--- src/include/stpwm_pkg.sv ---
// Shared constants and types for the six-channel PWM timer.
// Assumes a 32-bit AXI4-Lite register bus with byte addresses.
package stpwm_pkg;

  // ----------------------------------------------------------------
  // Sizes
  // ----------------------------------------------------------------
  localparam int NUM_CH = 6; // Channel count
  localparam int NUM_PAIR = 3; // Linkable even/odd pairs
  localparam int ADDR_W = 8; // Register byte address width
  localparam int DATA_W = 32; // Bus data width
  localparam int CNT_W = 16; // Counter, limit and compare width
  localparam int DIV_W = 3; // Clock divider select width
  localparam int PRE_W = 6; // Prescaler counter width

  // ----------------------------------------------------------------
  // Register map (byte addresses)
  // ----------------------------------------------------------------
  localparam logic [ADDR_W-1:0] OFF_STATUS = 8'h00; // Timer status and control
  localparam logic [ADDR_W-1:0] OFF_COUNT = 8'h04; // Counter value, read only
  localparam logic [ADDR_W-1:0] OFF_LIMIT = 8'h08; // Period limit
  localparam logic [ADDR_W-1:0] OFF_CH_BASE = 8'h10; // Channel 0 status and control
  localparam logic [ADDR_W-1:0] OFF_CH_END = 8'h40; // First address past channels
  localparam int CH_IDX_LSB = 3; // Channel index field of offset
  localparam int CH_SUB_BIT = 2; // 0: status/control, 1: compare

  // ----------------------------------------------------------------
  // Field positions
  // ----------------------------------------------------------------
  localparam int ST_FLAG = 7; // Period-wrap flag
  localparam int ST_IRQEN = 6; // Period-wrap interrupt enable
  localparam int ST_HALT = 5; // Counter halt
  localparam int ST_CLEAR = 4; // Counter clear, write only
  localparam int CS_FLAG = 7; // Channel event flag

  // ----------------------------------------------------------------
  // Reset values and codes
  // ----------------------------------------------------------------
  localparam logic [CNT_W-1:0] LIMIT_RST = 16'hffff; // Limit after reset
  localparam logic [CNT_W-1:0] CNT_RST = 16'h0000; // Counter after reset
  localparam logic [DIV_W-1:0] DIV_EXT = 3'h7; // External timer clock
  localparam logic [DIV_W-1:0] DIV_RST = 3'h0; // Bus clock undivided
  localparam logic [1:0] ACT_TOGGLE = 2'h1; // Toggle on compare
  localparam logic [1:0] ACT_CLEAR = 2'h2; // Clear on compare
  localparam logic [1:0] ACT_SET = 2'h3; // Set on compare
  localparam logic [1:0] RESP_OKAY = 2'h0; // AXI okay
  localparam logic [1:0] RESP_SLVERR = 2'h2; // AXI slave error

  // Channel configuration, bits 6:0 of a channel status/control word
  typedef struct packed {
    logic irqEn; // Channel event interrupt enable
    logic link; // Pair link bit (even channels)
    logic single; // Single mode bit
    logic [1:0] act; // Compare action hi:lo
    logic tov; // Overflow toggle bit
    logic fullDuty; // Full duty bit
  } stpwm_chan_cfg_t;

  localparam int CFG_W = $bits(stpwm_chan_cfg_t); // Config width

endpackage

--- src/rtl/stpwm_top.sv ---
// Six-channel 16-bit modulo timer, PWM part, with AXI4-Lite registers.
// Assumes one clock; the pin clock and channel pins are outside it.
// Function
// - Unbuffered compare uses current compare value directly
// - Compare event ends pulse, wrap ends period
// - Link bit joins even and odd channel
// - Active pair member switches at wrap
// - Odd control unused, odd pin released
// - Action 1:0 clears, 1:1 sets output
// - Overflow toggle flips output at wrap
// - Link bit wins over single mode bit
// - No overflow toggle with clear action gives constant 0% output
// - Full duty plus toggle gives 100% output
// - Wrap flag set at limit, enabled request
// - Compare sets channel flag, enabled request
// - Wait mode keeps counting, blocks register access
// - Counter restarts from zero after limit
// - Divider select picks bus division or pin
// - Clear bit resets counter and prescaler
// - Flag clears by read then write zero
`timescale 1ns/10ps
module stpwm_top
(
  input wire logic clk,
  input wire logic rstn,
  input wire logic waitMode,
  input wire logic extTimerClock,
  output logic [stpwm_pkg::NUM_CH-1:0] chanPinOut,
  output logic [stpwm_pkg::NUM_CH-1:0] chanPinOe,
  output logic wrapIrqReq,
  output logic [stpwm_pkg::NUM_CH-1:0] chanIrqReq,
  output logic irqRequest,
  input wire logic [stpwm_pkg::ADDR_W-1:0] awaddr,
  input wire logic awvalid,
  output logic awready,
  input wire logic [stpwm_pkg::DATA_W-1:0] wdata,
  input wire logic [3:0] wstrb,
  input wire logic wvalid,
  output logic wready,
  output logic [1:0] bresp,
  output logic bvalid,
  input wire logic bready,
  input wire logic [stpwm_pkg::ADDR_W-1:0] araddr,
  input wire logic arvalid,
  output logic arready,
  output logic [stpwm_pkg::DATA_W-1:0] rdata,
  output logic [1:0] rresp,
  output logic rvalid,
  input wire logic rready
);
  import stpwm_pkg::*;

  // ----------------------------------------------------------------
  // Helpers
  // ----------------------------------------------------------------
  // Byte-lane merge for the low 16 bits of a word
  function automatic logic [CNT_W-1:0] mergeLanes(input logic [CNT_W-1:0] old,
    input logic [DATA_W-1:0] d, input logic [3:0] s);
    logic [CNT_W-1:0] r;
    r = old;
    if (s[0])
      r[7:0] = d[7:0];
    if (s[1])
      r[15:8] = d[15:8];
    mergeLanes = r;
  endfunction

  // Channel window hit
  function automatic logic isChan(input logic [ADDR_W-1:0] a);
    isChan = (a >= OFF_CH_BASE) && (a < OFF_CH_END) && (a[1:0] == 2'h0);
  endfunction

  // Channel number from an address in the window
  function automatic int chIndex(input logic [ADDR_W-1:0] a);
    logic [ADDR_W-1:0] rel;
    rel = a - OFF_CH_BASE;
    chIndex = int'(rel[CH_IDX_LSB +: 3]);
  endfunction

  // Output level after wrap and compare in one counter tick
  function automatic logic nextLevel(input logic lvl, input logic wrap,
    input logic cmp, input stpwm_chan_cfg_t cfg);
    logic v;
    v = lvl;
    if (wrap && cfg.tov)
      v = ~v;
    if (cmp)
    begin
      case (cfg.act)
        ACT_CLEAR: v = 1'b0;
        ACT_SET: v = 1'b1;
        ACT_TOGGLE: v = ~v;
        default: v = v;
      endcase
    end
    if (cfg.tov && cfg.fullDuty)
      v = 1'b1;
    nextLevel = v;
  endfunction

  // ----------------------------------------------------------------
  // State
  // ----------------------------------------------------------------
  logic wrapFlag_reg; // Period-wrap flag
  logic wrapArm_reg; // Flag seen set by a status read
  logic wrapIrqEn_reg; // Period-wrap interrupt enable
  logic halt_reg; // Counter halt
  logic [DIV_W-1:0] div_reg; // Clock divider select
  logic [CNT_W-1:0] count_reg; // Modulo counter
  logic [CNT_W-1:0] limit_reg; // Period limit
  stpwm_chan_cfg_t chCfg_reg [NUM_CH]; // Channel configuration
  logic [NUM_CH-1:0] chFlag_reg; // Channel event flags
  logic [NUM_CH-1:0] chArm_reg; // Channel flags seen set by a read
  logic [CNT_W-1:0] cmp_reg [NUM_CH]; // Compare values
  logic [NUM_CH-1:0] pin_reg; // Channel output levels
  logic [NUM_CH-1:0] pinOe_reg; // Channel output enables
  logic [NUM_PAIR-1:0] lastOdd_reg; // Odd member written last
  logic [NUM_PAIR-1:0] activeOdd_reg; // Odd member in control

  // Bus holding registers
  logic awHeld_reg; // Write address captured
  logic [ADDR_W-1:0] awAddr_reg; // Captured write address
  logic wHeld_reg; // Write data captured
  logic [DATA_W-1:0] wData_reg; // Captured write data
  logic [3:0] wStrb_reg; // Captured strobes
  logic bvalid_reg; // Write response pending
  logic [1:0] bresp_reg; // Write response code
  logic rvalid_reg; // Read data pending
  logic [1:0] rresp_reg; // Read response code
  logic [DATA_W-1:0] rdata_reg; // Read data

  // Decoded strobes and events
  logic doWrite; // Write performed this cycle
  logic wrOk; // Write reaches a register
  logic wrStatus; // Status/control written
  logic wrLimit; // Period limit written
  logic [NUM_CH-1:0] wrCtl; // Channel status/control written
  logic [NUM_CH-1:0] wrCmp; // Channel compare written
  logic clearReq; // Counter clear request
  logic doRead; // Read taken this cycle
  logic rdOk; // Read reaches a register
  logic rdStatus; // Status register read
  logic [NUM_CH-1:0] rdCtl; // Channel status/control read
  logic [DATA_W-1:0] rdValue; // Read mux result
  logic tick; // Counter clock enable
  logic wrapEv; // Counter at limit on a tick
  logic [NUM_CH-1:0] cmpEv; // Compare matched on a tick
  logic [NUM_CH-1:0] slave; // Odd member of a linked pair
  logic [NUM_CH-1:0] outMode; // Channel in compare or PWM use
  logic [CNT_W-1:0] statusWord; // Merged status write value
  logic [CNT_W-1:0] ctlWord; // Merged channel write value

  // ----------------------------------------------------------------
  // Register bus
  // ----------------------------------------------------------------
  assign awready = !awHeld_reg;
  assign wready = !wHeld_reg;
  assign arready = !rvalid_reg;
  assign bvalid = bvalid_reg;
  assign bresp = bresp_reg;
  assign rvalid = rvalid_reg;
  assign rresp = rresp_reg;
  assign rdata = rdata_reg;

  // Address and data held separately, either may come first
  always_ff @(posedge clk)
  begin
    if (!rstn)
    begin
      awHeld_reg <= 1'b0;
      awAddr_reg <= '0;
      wHeld_reg <= 1'b0;
      wData_reg <= '0;
      wStrb_reg <= '0;
    end
    else
    begin
      if (awvalid && !awHeld_reg)
      begin
        awHeld_reg <= 1'b1;
        awAddr_reg <= awaddr;
      end
      else if (doWrite)
        awHeld_reg <= 1'b0;
      if (wvalid && !wHeld_reg)
      begin
        wHeld_reg <= 1'b1;
        wData_reg <= wdata;
        wStrb_reg <= wstrb;
      end
      else if (doWrite)
        wHeld_reg <= 1'b0;
    end
  end

  // Write decode; in wait mode registers are closed to the CPU
  always_comb
  begin
    doWrite = awHeld_reg && wHeld_reg && !bvalid_reg;
    wrOk = doWrite && !waitMode;
    wrStatus = wrOk && (awAddr_reg == OFF_STATUS);
    wrLimit = wrOk && (awAddr_reg == OFF_LIMIT);
    wrCtl = '0;
    wrCmp = '0;
    if (wrOk && isChan(awAddr_reg))
    begin
      if (awAddr_reg[CH_SUB_BIT])
        wrCmp[chIndex(awAddr_reg)] = 1'b1;
      else
        wrCtl[chIndex(awAddr_reg)] = 1'b1;
    end
    statusWord = mergeLanes(CNT_W'(rdStatusByte()), wData_reg, wStrb_reg);
    ctlWord = mergeLanes('0, wData_reg, wStrb_reg);
    clearReq = wrStatus && wStrb_reg[0] && wData_reg[ST_CLEAR];
  end

  // Status byte as software sees it; clear bit always reads zero
  function automatic logic [7:0] rdStatusByte();
    rdStatusByte = {wrapFlag_reg, wrapIrqEn_reg, halt_reg, 2'b00, div_reg};
  endfunction

  // Write response one cycle after both halves are held
  always_ff @(posedge clk)
  begin
    if (!rstn)
    begin
      bvalid_reg <= 1'b0;
      bresp_reg <= RESP_OKAY;
    end
    else if (doWrite)
    begin
      bvalid_reg <= 1'b1;
      bresp_reg <= (wrStatus || wrLimit || (|wrCtl) || (|wrCmp)) ? RESP_OKAY
        : RESP_SLVERR;
    end
    else if (bready)
      bvalid_reg <= 1'b0;
  end

  // Read decode and data mux
  always_comb
  begin
    doRead = arvalid && !rvalid_reg;
    rdOk = doRead && !waitMode;
    rdStatus = rdOk && (araddr == OFF_STATUS);
    rdCtl = '0;
    rdValue = '0;
    if (araddr == OFF_STATUS)
      rdValue = DATA_W'(rdStatusByte());
    else if (araddr == OFF_COUNT)
      rdValue = DATA_W'(count_reg);
    else if (araddr == OFF_LIMIT)
      rdValue = DATA_W'(limit_reg);
    else if (isChan(araddr))
    begin
      if (araddr[CH_SUB_BIT])
        rdValue = DATA_W'(cmp_reg[chIndex(araddr)]);
      else
      begin
        rdValue = DATA_W'({chFlag_reg[chIndex(araddr)], chCfg_reg[chIndex(araddr)]});
        rdCtl[chIndex(araddr)] = rdOk;
      end
    end
  end

  // Read answer the cycle after the address is taken
  always_ff @(posedge clk)
  begin
    if (!rstn)
    begin
      rvalid_reg <= 1'b0;
      rresp_reg <= RESP_OKAY;
      rdata_reg <= '0;
    end
    else if (doRead)
    begin
      rvalid_reg <= 1'b1;
      rresp_reg <= (rdOk && ((araddr <= OFF_LIMIT && araddr[1:0] == 2'h0)
        || isChan(araddr))) ? RESP_OKAY : RESP_SLVERR;
      rdata_reg <= rdOk ? rdValue : '0;
    end
    else if (rready)
      rvalid_reg <= 1'b0;
  end

  // ----------------------------------------------------------------
  // Counter
  // ----------------------------------------------------------------
  stpwm_prescaler u_prescaler
  (
    .clk(clk),
    .rstn(rstn),
    .clearReq(clearReq),
    .halt(halt_reg),
    .divSel(div_reg),
    .extClk(extTimerClock),
    .tick(tick)
  );

  assign wrapEv = tick && (count_reg == limit_reg);

  // Counts ticks; keeps running in wait mode
  always_ff @(posedge clk)
  begin
    if (!rstn)
      count_reg <= CNT_RST;
    else if (clearReq)
      count_reg <= CNT_RST;
    else if (wrapEv)
      count_reg <= CNT_RST;
    else if (tick)
      count_reg <= count_reg + 16'h0001;
  end

  // Timer control fields
  always_ff @(posedge clk)
  begin
    if (!rstn)
    begin
      wrapIrqEn_reg <= 1'b0;
      halt_reg <= 1'b1;
      div_reg <= DIV_RST;
      limit_reg <= LIMIT_RST;
    end
    else
    begin
      if (wrStatus)
      begin
        wrapIrqEn_reg <= statusWord[ST_IRQEN];
        halt_reg <= statusWord[ST_HALT];
        div_reg <= statusWord[DIV_W-1:0];
      end
      if (wrLimit)
        limit_reg <= mergeLanes(limit_reg, wData_reg, wStrb_reg);
    end
  end

  // Wrap flag: a new wrap beats a pending clear and disarms it
  always_ff @(posedge clk)
  begin
    if (!rstn)
    begin
      wrapFlag_reg <= 1'b0;
      wrapArm_reg <= 1'b0;
    end
    else if (wrapEv)
    begin
      wrapFlag_reg <= 1'b1;
      wrapArm_reg <= 1'b0;
    end
    else if (wrStatus && wStrb_reg[0] && !wData_reg[ST_FLAG] && wrapArm_reg)
    begin
      wrapFlag_reg <= 1'b0;
      wrapArm_reg <= 1'b0;
    end
    else if (rdStatus && wrapFlag_reg)
      wrapArm_reg <= 1'b1;
  end

  // ----------------------------------------------------------------
  // Channels
  // ----------------------------------------------------------------
  // Compare selection; the active pair member feeds the even channel
  always_comb
  begin
    for (int c = 0; c < NUM_CH; c++)
    begin
      slave[c] = (c % 2 == 1) && chCfg_reg[c - (c % 2)].link;
      outMode[c] = chCfg_reg[c].link || chCfg_reg[c].single
        || (chCfg_reg[c].act != 2'h0);
      if ((c % 2 == 0) && chCfg_reg[c].link && activeOdd_reg[c / 2])
        cmpEv[c] = tick && (count_reg == cmp_reg[c + 1 - (c % 2)]);
      else
        cmpEv[c] = tick && (count_reg == cmp_reg[c]);
      cmpEv[c] = cmpEv[c] && outMode[c] && !slave[c];
    end
  end

  // Configuration and compare values; compares kept through halt
  always_ff @(posedge clk)
  begin
    for (int c = 0; c < NUM_CH; c++)
    begin
      if (!rstn)
      begin
        chCfg_reg[c] <= '0;
        cmp_reg[c] <= '0;
      end
      else
      begin
        if (wrCtl[c])
          chCfg_reg[c] <= stpwm_chan_cfg_t'(ctlWord[CFG_W-1:0]);
        if (wrCmp[c])
          cmp_reg[c] <= mergeLanes(cmp_reg[c], wData_reg, wStrb_reg);
      end
    end
  end

  // Channel flags, same read-then-write-zero clearing as the wrap flag
  always_ff @(posedge clk)
  begin
    for (int c = 0; c < NUM_CH; c++)
    begin
      if (!rstn)
      begin
        chFlag_reg[c] <= 1'b0;
        chArm_reg[c] <= 1'b0;
      end
      else if (cmpEv[c])
      begin
        chFlag_reg[c] <= 1'b1;
        chArm_reg[c] <= 1'b0;
      end
      else if (wrCtl[c] && wStrb_reg[0] && !wData_reg[CS_FLAG] && chArm_reg[c])
      begin
        chFlag_reg[c] <= 1'b0;
        chArm_reg[c] <= 1'b0;
      end
      else if (rdCtl[c] && chFlag_reg[c])
        chArm_reg[c] <= 1'b1;
    end
  end

  // Pair member tracking; a write picks the member for the next period
  always_ff @(posedge clk)
  begin
    for (int p = 0; p < NUM_PAIR; p++)
    begin
      if (!rstn || !chCfg_reg[2 * p].link)
      begin
        lastOdd_reg[p] <= 1'b0;
        activeOdd_reg[p] <= 1'b0;
      end
      else
      begin
        if (wrCmp[2 * p + 1])
          lastOdd_reg[p] <= 1'b1;
        else if (wrCmp[2 * p])
          lastOdd_reg[p] <= 1'b0;
        if (wrapEv)
          activeOdd_reg[p] <= lastOdd_reg[p];
      end
    end
  end

  // Output levels change only on wrap or compare, so no glitches
  always_ff @(posedge clk)
  begin
    for (int c = 0; c < NUM_CH; c++)
    begin
      if (!rstn)
      begin
        pin_reg[c] <= 1'b0;
        pinOe_reg[c] <= 1'b0;
      end
      else
      begin
        pinOe_reg[c] <= outMode[c] && !slave[c];
        if (!slave[c] && (wrapEv || cmpEv[c]))
          pin_reg[c] <= nextLevel(pin_reg[c], wrapEv, cmpEv[c], chCfg_reg[c]);
      end
    end
  end
  // Without overflow toggle, a clear or set compare only re-forces the held level
  // Compare events end the pulse and wrap events end the period

  // ----------------------------------------------------------------
  // Outputs
  // ----------------------------------------------------------------
  assign chanPinOut = pin_reg;
  assign chanPinOe = pinOe_reg;
  assign wrapIrqReq = wrapFlag_reg && wrapIrqEn_reg;

  always_comb
  begin
    for (int c = 0; c < NUM_CH; c++)
      chanIrqReq[c] = chFlag_reg[c] && chCfg_reg[c].irqEn;
  end

  // Usable as a wake request while the bus is closed
  assign irqRequest = wrapIrqReq || (|chanIrqReq);

endmodule

--- src/rtl/stpwm_prescaler.sv ---
// Counter clock source: bus clock divider or synchronised pin clock.
// Assumes clearReq and halt come from logic on clk.
`timescale 1ns/10ps
module stpwm_prescaler
(
  input wire logic clk,
  input wire logic rstn,
  input wire logic clearReq,
  input wire logic halt,
  input wire logic [stpwm_pkg::DIV_W-1:0] divSel,
  input wire logic extClk,
  output logic tick
);
  import stpwm_pkg::*;

  // ----------------------------------------------------------------
  // Pin synchroniser
  // ----------------------------------------------------------------
  logic extMeta_reg; // First stage, read only by next stage
  logic extSync_reg; // Second stage
  logic extPrev_reg; // Edge history
  logic [PRE_W-1:0] pre_reg; // Free divider count
  logic [PRE_W-1:0] mask; // Low bits that must all be ones
  logic extRise; // Rising edge of pin clock

  // Two flops before any logic looks at the pin
  always_ff @(posedge clk)
  begin
    if (!rstn)
    begin
      extMeta_reg <= 1'b0;
      extSync_reg <= 1'b0;
      extPrev_reg <= 1'b0;
    end
    else
    begin
      extMeta_reg <= extClk;
      extSync_reg <= extMeta_reg;
      extPrev_reg <= extSync_reg;
    end
  end

  assign extRise = extSync_reg & ~extPrev_reg;

  // ----------------------------------------------------------------
  // Divider
  // ----------------------------------------------------------------
  // Held at zero while halted so a restart begins a full division
  always_ff @(posedge clk)
  begin
    if (!rstn || clearReq || halt)
      pre_reg <= '0;
    else
      pre_reg <= pre_reg + 6'h01;
  end

  // Division 2^n: tick when the n low bits are all ones
  always_comb
  begin
    mask = PRE_W'((7'h01 << divSel) - 7'h01);
    if (halt || clearReq)
      tick = 1'b0;
    else if (divSel == DIV_EXT)
      tick = extRise;
    else
      tick = ((pre_reg & mask) == mask);
  end

endmodule

--- config.mk ---
export PLATFORM = sky130hd
export DESIGN_NAME = stpwm_top
export DESIGN_NICKNAME = d
export VERILOG_FILES = /design/src/include/stpwm_pkg.sv /design/src/rtl/stpwm_top.sv /design/src/rtl/stpwm_prescaler.sv
export SDC_FILE = /design/constraint.sdc
export NUM_CORES = 1
export LEC_CHECK = 0
export BUFFER_PORTS_ARGS = -buffer_cell sky130_fd_sc_hd__buf_2
export CORE_ASPECT_RATIO = 0.7
export CORE_MARGIN = 2
export CORE_UTILIZATION = 39
export CTS_BUF_LIST = sky130_fd_sc_hd__clkbuf_8
export CTS_CLUSTER_DIAMETER = 60
export CTS_CLUSTER_SIZE = 28
export DETAILED_ROUTE_END_ITERATION = 12
export PLACE_DENSITY = 0.53
export SLEW_MARGIN = 20
export SYNTH_ARGS = -nofsm -noshare
export SYNTH_HDL_FRONTEND = slang
export SYNTH_SLANG_ARGS = --single-unit
export TNS_END_PERCENT = 1
--- constraint.sdc ---
create_clock -name clk -period 4 [get_ports clk]
set_input_delay 0.4 -clock clk [delete_from_list [all_inputs] [get_ports clk]]
set_output_delay 0.4 -clock clk [all_outputs]
set_load 0.01 [all_outputs]
# After elaboration in Yosys (flattened, before gate mapping)
# Memory sizes are Yosys's and may differ from the RTL's.
# Index checks and enable logic that the tools add are counted.
# Widths: inputs -> output; s select.
totals:
  mem_count: 2
  register_bits: 144
  in_bits: 61
  ram_bits: 138
  word_cells: 469
  out_inout_bits: 61
mem_list:
  columns: ["memory", "words", "width", "rd", "rd_ports_with_merged_regs", "wr", "line", "source"]
  rows:
  - ["cmp_reg", 6, 16, 7, 0, 6, "stpwm_top.sv:114", "logic [CNT_W-1:0] cmp_reg [NUM_CH];"]
  - ["chCfg_reg", 6, 7, 7, 0, 6, "stpwm_top.sv:111", "stpwm_chan_cfg_t chCfg_reg [NUM_CH];"]
classes:
  n_eq_ne: 30
  bitwise_logic: 29
  n_reduce_logical: 169
  shift: 1
  n_lt_le_gt_ge: 9
  muxes: 177
  addsub: 5
op_table:
  columns: ["operator", "n"]
  rows:
  - ["$mux 8", 36]
  - ["$mux 16", 11]
  - ["$eq 16x16->1", 7]
  - ["$mux 1", 102]
  - ["$logic_and 1x1->1", 92]
  - ["$mux 6", 9]
  - ["$mux 7", 7]
  - ["$reduce_bool 2->1", 20]
  - ["$mux 32", 1]
  - ["$logic_or 1x1->1", 29]
  - ["$eq 2x2->1 const B", 12]
  - ["$reduce_or 3->1", 8]
  - ["$pmux 1 s3", 6]
  - ["$reduce_or 6->1", 3]
  - ["$add 16x1->16 const B", 1]
  - ["$eq 8x4->1 const B", 2]
  - ["$ge 8x5->1 const B", 2]
  - ["$logic_not 8->1", 2]
  - ["$lt 8x7->1 const B", 2]
  - ["$not 1->1", 14]
  - ["$and 6x6->6", 2]
  - ["$eq 2x1->1 const B", 6]
  - ["$or 1x1->1", 12]
  - ["$sub 6x5->6 const B", 2]
  - ["16 further kinds", 32]

# Longest topological paths before layout
logic_depth:
  ltp_word: 19
  ltp_mapped: 14
  ltp_nobuf: 11

# Hierarchy
# A second synthesis with hierarchy kept.
hier_totals:
  hier_cells: 1369
  area_unflattened_um2: 13839.5
by_module_without_submodules:
  columns: ["module", "cells_per_inst", "seq_area_each_um2", "n_inst", "area_per_inst_um2"]
  rows:
  - ["stpwm_top", 1328, 6486.2, 1, 13466.7]
  - ["stpwm_prescaler", 41, 180.2, 1, 372.9]

# Least setup slack after synthesis
# OpenSTA, ideal clock, no wires.
synth_timing:
  path_kind: "input to register"
  start: "in araddr[4] in the netlist's numbering"
  end: "reg rdata_reg[7] (netlist: rdata[7])"
  required_time_ps: 3881
  arrival_ps: 3249
  cell_stages: 13
  n_path_buf: 4
  path_slack_ps: 632
  path_cell_list: "buf_2 > buf_2 > buf_2 > inv_1 > ha_1 > clkbuf_1 > mux4_2 > a211oi_1 > a21oi_1 > a221oi_1 > a21oi_1 > a22oi_1 > nor2b_1"
synth_via:
  elab_chain_len: 9
  word_cells_on_any_way: 17
  classes_between: "1 x add/sub; 2 x order compare; 2 x eq/ne; 8 x mux; 3 x reduce/logical; 1 x memory"
synth_rtl:
  columns: ["element", "line", "source"]
  rows:
  - ["start: declaration", "stpwm_top.sv:43", "input wire logic [stpwm_pkg::ADDR_W-1:0] araddr,"]
  - ["$sub 6x5->6", "stpwm_top.sv:76", "rel = a - OFF_CH_BASE;"]
  - ["$bmux 1 s3", "stpwm_top.sv:260", "rdValue = DATA_W'({chFlag_reg[chIndex(araddr)], chCfg_reg[chIndex(araddr)]});"]
  - ["$mux 1 (implied by the code)", "stpwm_top.sv:260", null]
  - ["$mux 16", "stpwm_top.sv:256", "if (araddr[CH_SUB_BIT])"]
  - ["$mux 16", "stpwm_top.sv:254", "else if (isChan(araddr))"]
  - ["$mux 16", "stpwm_top.sv:252", "else if (araddr == OFF_LIMIT)"]
  - ["$mux 16", "stpwm_top.sv:250", "else if (araddr == OFF_COUNT)"]
  - ["$mux 16 (*)", "stpwm_top.sv:248", "if (araddr == OFF_STATUS)"]
  - ["$mux 32 (*)", "stpwm_top.sv:280", "rdata_reg <= rdOk ? rdValue : '0;"]
  - ["end signal: assignment", "stpwm_top.sv:280", null]
  - ["end: declaration", "stpwm_top.sv:130", "logic [DATA_W-1:0] rdata_reg;"]
# Every way passes the cells marked *; elsewhere a longest branch is shown, timed or not. The select of a mux whose other input is x is not followed.
# A chain may end at the register's enable or synchronous reset.

# Final worst setup path
layout_timing:
  start: "reg div_reg[0]"
  end: "reg pin_reg[5] (netlist: chanPinOut[5])"
layout_via:
  elab_chain_len: 15
  word_cells_on_any_way: 21
  classes_between: "1 x add/sub; 2 x eq/ne; 1 x shift; 8 x mux; 2 x bitwise; 7 x reduce/logical"
layout_rtl:
  columns: ["element", "line", "source"]
  rows:
  - ["start: declaration", "stpwm_top.sv:108", "logic [DIV_W-1:0] div_reg;"]
  - ["start signal: assignment", "stpwm_top.sv:331", "div_reg <= statusWord[DIV_W-1:0];"]
  - ["$shl 1x3->6", "stpwm_prescaler.sv:60", "mask = PRE_W'((7'h01 << divSel) - 7'h01);"]
  - ["$sub 6x1->6", "stpwm_prescaler.sv:60", null]
  - ["$and 6x6->6", "stpwm_prescaler.sv:66", "tick = ((pre_reg & mask) == mask);"]
  - ["$eq 6x6->1", "stpwm_prescaler.sv:66", null]
  - ["$mux 1 (*)", "stpwm_prescaler.sv:63", "else if (divSel == DIV_EXT)"]
  - ["$mux 1 (*)", "stpwm_prescaler.sv:61", "if (halt || clearReq)"]
  - ["$logic_and 1x1->1", "stpwm_top.sv:300", "assign wrapEv = tick && (count_reg == limit_reg);"]
  - ["$logic_and 1x1->1", "stpwm_top.sv:85", "if (wrap && cfg.tov)"]
  - ["$mux 1", "stpwm_top.sv:85", null]
  - ["$mux 1", "stpwm_top.sv:459", "if (!slave[c] && (wrapEv || cmpEv[c]))"]
  - ["$mux 1", "stpwm_top.sv:451", "if (!rstn)"]
  - ["$not 1->1", "stpwm_top.sv:92", "ACT_TOGGLE: v = ~v;"]
  - ["$pmux 1 s3", "stpwm_top.sv:89", "case (cfg.act)"]
  - ["$mux 1", "stpwm_top.sv:87", "if (cmp)"]
  - ["$mux 1", "stpwm_top.sv:96", "if (cfg.tov && cfg.fullDuty)"]
  - ["end signal: indexed assignment", "stpwm_top.sv:460", "pin_reg[c] <= nextLevel(pin_reg[c], wrapEv, cmpEv[c], chCfg_reg[c]);"]
  - ["end: declaration", "stpwm_top.sv:115", "logic [NUM_CH-1:0] pin_reg;"]
# Marks and branches as above.

==> metrics <==
outcome=completed; Hold/Removal Path Class=input pin to register; critical path startpoint=div_reg[0]$_SDFFE_PN0N_; Post-DRT Antenna Nets=0; Critical Path Source Type=register; global-route wire length before repair=64.9 mm; H-tree depth=1; area of the mapped netlist=13,900 um2; total net switching power=0.00150 W; die width=229 um; Post-synth EDFFs=138; net count of the finished layout=1,518; static leakage power=5.90 nW; kind of end point of the critical path=register; pwr/cell area=338 nW/um2; sequential cell area fraction in the yosys report=48.0%; Worst IR Drop VDD=0.188 mV; clock net sink count=264; proportion of layout cells with a drive suffix above 1=~16%; worst clock skew on the final layout=0.0464 ns; mean instance size in the synthesized netlist=between 10 and 15 um2; post-synthesis cell type count=65; antenna violations before repair=2; max-cap violation count=0; total power after layout=approximately 0.0053 W; Area growth, synth to finish=11.9%; DIE AREA=roughly 37,000 um2; worst r2r src=div_reg[0]$_SDFFE_PN0N_; max FFs per register=96; WL final=43.6 mm; number of buffers created by CTS=21; number of cells produced by synthesis=1,361; detailed router's first-iteration violation count=966; maximum buffer depth of the clock tree=3; prevailing post-synth register cell=sky130_fd_sc_hd__edfxtp_1; setup repair after global routing missed its margin=false; detail-routed net length per standard cell=22.5 um; maximum clock frequency=315 MHz; final weighted congestion in routability-driven placement=0.943; number of hold violations in the final report=0; async set-or-reset flop fraction in the synthesized netlist=0%; CP required=approximately 4.5 ns; highest fanout seen on the critical path=15; TritonCTS clock tree=yes; mean number of vias per cell=between 5 and 6; slew at the pin closest to its max-slew limit=1.10 ns; initial standard-cell utilization of the core=39.8%; core region area=34,900 um2; headroom to the max-slew limit=about 26%; number of buffers inserted by port buffering=85; clock group share of total power=about a third; net switching fraction of the power=28.5%; overall fraction of global-route tracks in use=23.4%; post-CTS setup repair buffer count=0; clock period minus worst slack=3.17 ns; #FFs+latches synth=264; launch instance of the worst min-delay path=wdata[6]; final setup vio count=0; Gate power share=8.6%; largest net degree at the start of global routing=73; clock-pin slew of the registers on the worst-case setup and hold paths=0.13 ns; CTS Root Cell=sky130_fd_sc_hd__clkbuf_8; Core Rows=57; data arrival time of the critical path=3.71 ns; synth warn=0; length of the first detailed-routing pass in iterations=5; type of the worst setup path=register to register; final slew viol count=0; total grt overflow=0; number of global-route vias before repair=roughly 10,000; Die Span Y=162 um; total half-perimeter wirelength after legalization and detailed placement=between 30 and 40 mm; worst-skew pair later-pin latency=approximately 0.62 ns; Ports=122; via count=~11,000; part of the total power dissipated in sequential elements=57.3%; post-route DRC violation count=0; internal power summed over all cells=0.00376 W; final total negative setup slack=0 ns; share of the clock period used by the worst path after layout=79.3%
[cell usage after synthesis (5+ instances only)]
cell type | instances | area share, %
sky130_fd_sc_hd__nand2_1 | 155 | 4.2
sky130_fd_sc_hd__edfxtp_1 | 138 | 30
sky130_fd_sc_hd__dfxtp_1 | 126 | 18
sky130_fd_sc_hd__and2_1 | 122 | 5.5
sky130_fd_sc_hd__nor2_1 | 95 | 2.6
sky130_fd_sc_hd__xnor2_1 | 80 | 5.0
sky130_fd_sc_hd__clkbuf_1 | 59 | 1.6
sky130_fd_sc_hd__o21ai_0 | 57 | 2.1
sky130_fd_sc_hd__xor2_1 | 54 | 3.4
sky130_fd_sc_hd__mux2i_1 | 43 | 3.1
sky130_fd_sc_hd__nor2b_1 | 36 | 1.6
sky130_fd_sc_hd__nand3_1 | 34 | 1.2
sky130_fd_sc_hd__mux4_2 | 31 | 5.0
sky130_fd_sc_hd__nand4_1 | 31 | 1.4
sky130_fd_sc_hd__a21oi_1 | 29 | 1.0
sky130_fd_sc_hd__nor4_1 | 24 | 1.1
sky130_fd_sc_hd__inv_1 | 22 | 0.60
sky130_fd_sc_hd__a21boi_0 | 21 | 1.1
sky130_fd_sc_hd__buf_4 | 20 | 1.1
sky130_fd_sc_hd__nor3_1 | 17 | 0.61
sky130_fd_sc_hd__buf_2 | 16 | 0.58
sky130_fd_sc_hd__mux2_2 | 13 | 1.1
sky130_fd_sc_hd__and3_1 | 11 | 0.50
sky130_fd_sc_hd__buf_1 | 9 | 0.24
sky130_fd_sc_hd__a221oi_1 | 8 | 0.50
sky130_fd_sc_hd__a222oi_1 | 8 | 0.58
sky130_fd_sc_hd__ha_1 | 8 | 0.72
sky130_fd_sc_hd__or3_1 | 8 | 0.36
sky130_fd_sc_hd__nand2b_1 | 7 | 0.32
sky130_fd_sc_hd__o31ai_1 | 7 | 0.38
sky130_fd_sc_hd__a22oi_1 | 6 | 0.32
sky130_fd_sc_hd__a211oi_1 | 5 | 0.27
sky130_fd_sc_hd__a31oi_1 | 5 | 0.23
sky130_fd_sc_hd__o211ai_1 | 5 | 0.27
[final cells by class]
cell class / count / area, um2
diodes: 3 / 7.51
fillers: 3387 / 19300
clock inverters: 16 / 220
flip-flops and latches: 264 / 6670
well taps: 472 / 591
inverters: 22 / 82.6
clock buffers: 21 / 289
multi-input cells: 986 / 6690
repair buffers: 154 / 986
[worst max-delay path, cell delays in order, from the launching register on]
cell                      delay, ns
sky130_fd_sc_hd__dfxtp_1       0.43
sky130_fd_sc_hd__or3_1         0.41
sky130_fd_sc_hd__ha_1          0.26
sky130_fd_sc_hd__and2_0        0.16
sky130_fd_sc_hd__o21ai_0       0.15
sky130_fd_sc_hd__a311o_1       0.22
sky130_fd_sc_hd__and3_1        0.29
sky130_fd_sc_hd__buf_4         0.29
sky130_fd_sc_hd__and4_1        0.36
sky130_fd_sc_hd__o21ai_0       0.13
sky130_fd_sc_hd__a41oi_1       0.23
sky130_fd_sc_hd__o311a_1       0.19
[routing by layer]
| metal | part of all wire [%] | vias to the layer above | global-route usage (%) |
|---|---|---|---|
| li1 | - | 4960 | - |
| met1 | 50 | 5136 | 37.2 |
| met3 | 9.1 | 53 | 5.55 |
| met2 | 39 | 401 | 31.2 |
| met4 | 2.2 | 0 | 5.76 |
| met5 | 0 | - | 0 |
[through the flow]
step                cell area [um2]  worst slack, ns  util [%]  hold WS [ns]  instances
floorplan                     13900            0.632         -         0.412       1378
global placement              14900            0.644      42.6         0.428       1882
detailed placement            14900            0.656      42.6         0.420       1882
CTS                           15500            0.870      44.5       0.00270       1935
global route                  15500            0.583      44.5        0.0256       1935
finish                        15500            0.829      44.5        0.0369       1938
[power by group through the flow]
stage | combinational (W) | clock [W] | sequential (W)
floorplan | 0.000289 | 0 | 0.00302
global placement | 0.000434 | 0 | 0.00307
detailed placement | 0.000436 | 0 | 0.00307
CTS | 0.000449 | 0.00184 | 0.00301
global route | 0.000486 | 0.00193 | 0.00302
finish | 0.000450 | 0.00179 | 0.00301
[what timing repair did]
| action | 4_1_cts | 5_1_grt |
|---|---|---|
| hold endpoints to repair | 16 | 0 |
| hold buffers | 16 | 0 |
| setup endpoints to repair | 0 | 0 |
| resized for setup | 0 | 0 |
[cells by family (layout without fill, tap and decap cells)]
kind of cell / Yosys count / count (layout) / synth area share, %
fa+ha+maj: 8 / 8 / 0.721
mux: 87 / 87 / 9.19
compound gates: 181 / 181 / 8.74
xor+xnor: 134 / 134 / 8.46
flops: 264 / 264 / 48.0
other cells: 1 / 21 / 0.0270
simple gates: 558 / 558 / 20.6
buf+inv: 128 / 213 / 4.26
[worst paths after layout]
kind                            cells after the start                                 end  slack [ns]
worst min register to register                      1  u_prescaler.extSync_reg$_SDFF_PN0_        0.46
worst max-delay path                               11          chanPinOut[5]$_SDFFE_PN0P_        0.83
worst min-delay path                                3           wData_reg[6]$_SDFFE_PN0P_        0.04
worst max register to register                     11          chanPinOut[5]$_SDFFE_PN0P_        0.83
[cells in the final DEF, fill, tap and decap left out, types with 29 or more instances in the layout]
cell type                    n
sky130_fd_sc_hd__a21oi_1    29
sky130_fd_sc_hd__and2_1    122
sky130_fd_sc_hd__buf_2      84
sky130_fd_sc_hd__buf_4      54
sky130_fd_sc_hd__dfxtp_1   126
sky130_fd_sc_hd__edfxtp_1  138
sky130_fd_sc_hd__mux2i_1    43
sky130_fd_sc_hd__mux4_2     31
sky130_fd_sc_hd__nand2_1   155
sky130_fd_sc_hd__nand3_1    34
sky130_fd_sc_hd__nand4_1    31
sky130_fd_sc_hd__nor2_1     95
sky130_fd_sc_hd__nor2b_1    36
sky130_fd_sc_hd__o21ai_0    57
sky130_fd_sc_hd__xnor2_1    80
sky130_fd_sc_hd__xor2_1     54
No activity file was read; power rests on OpenSTA's default activity.
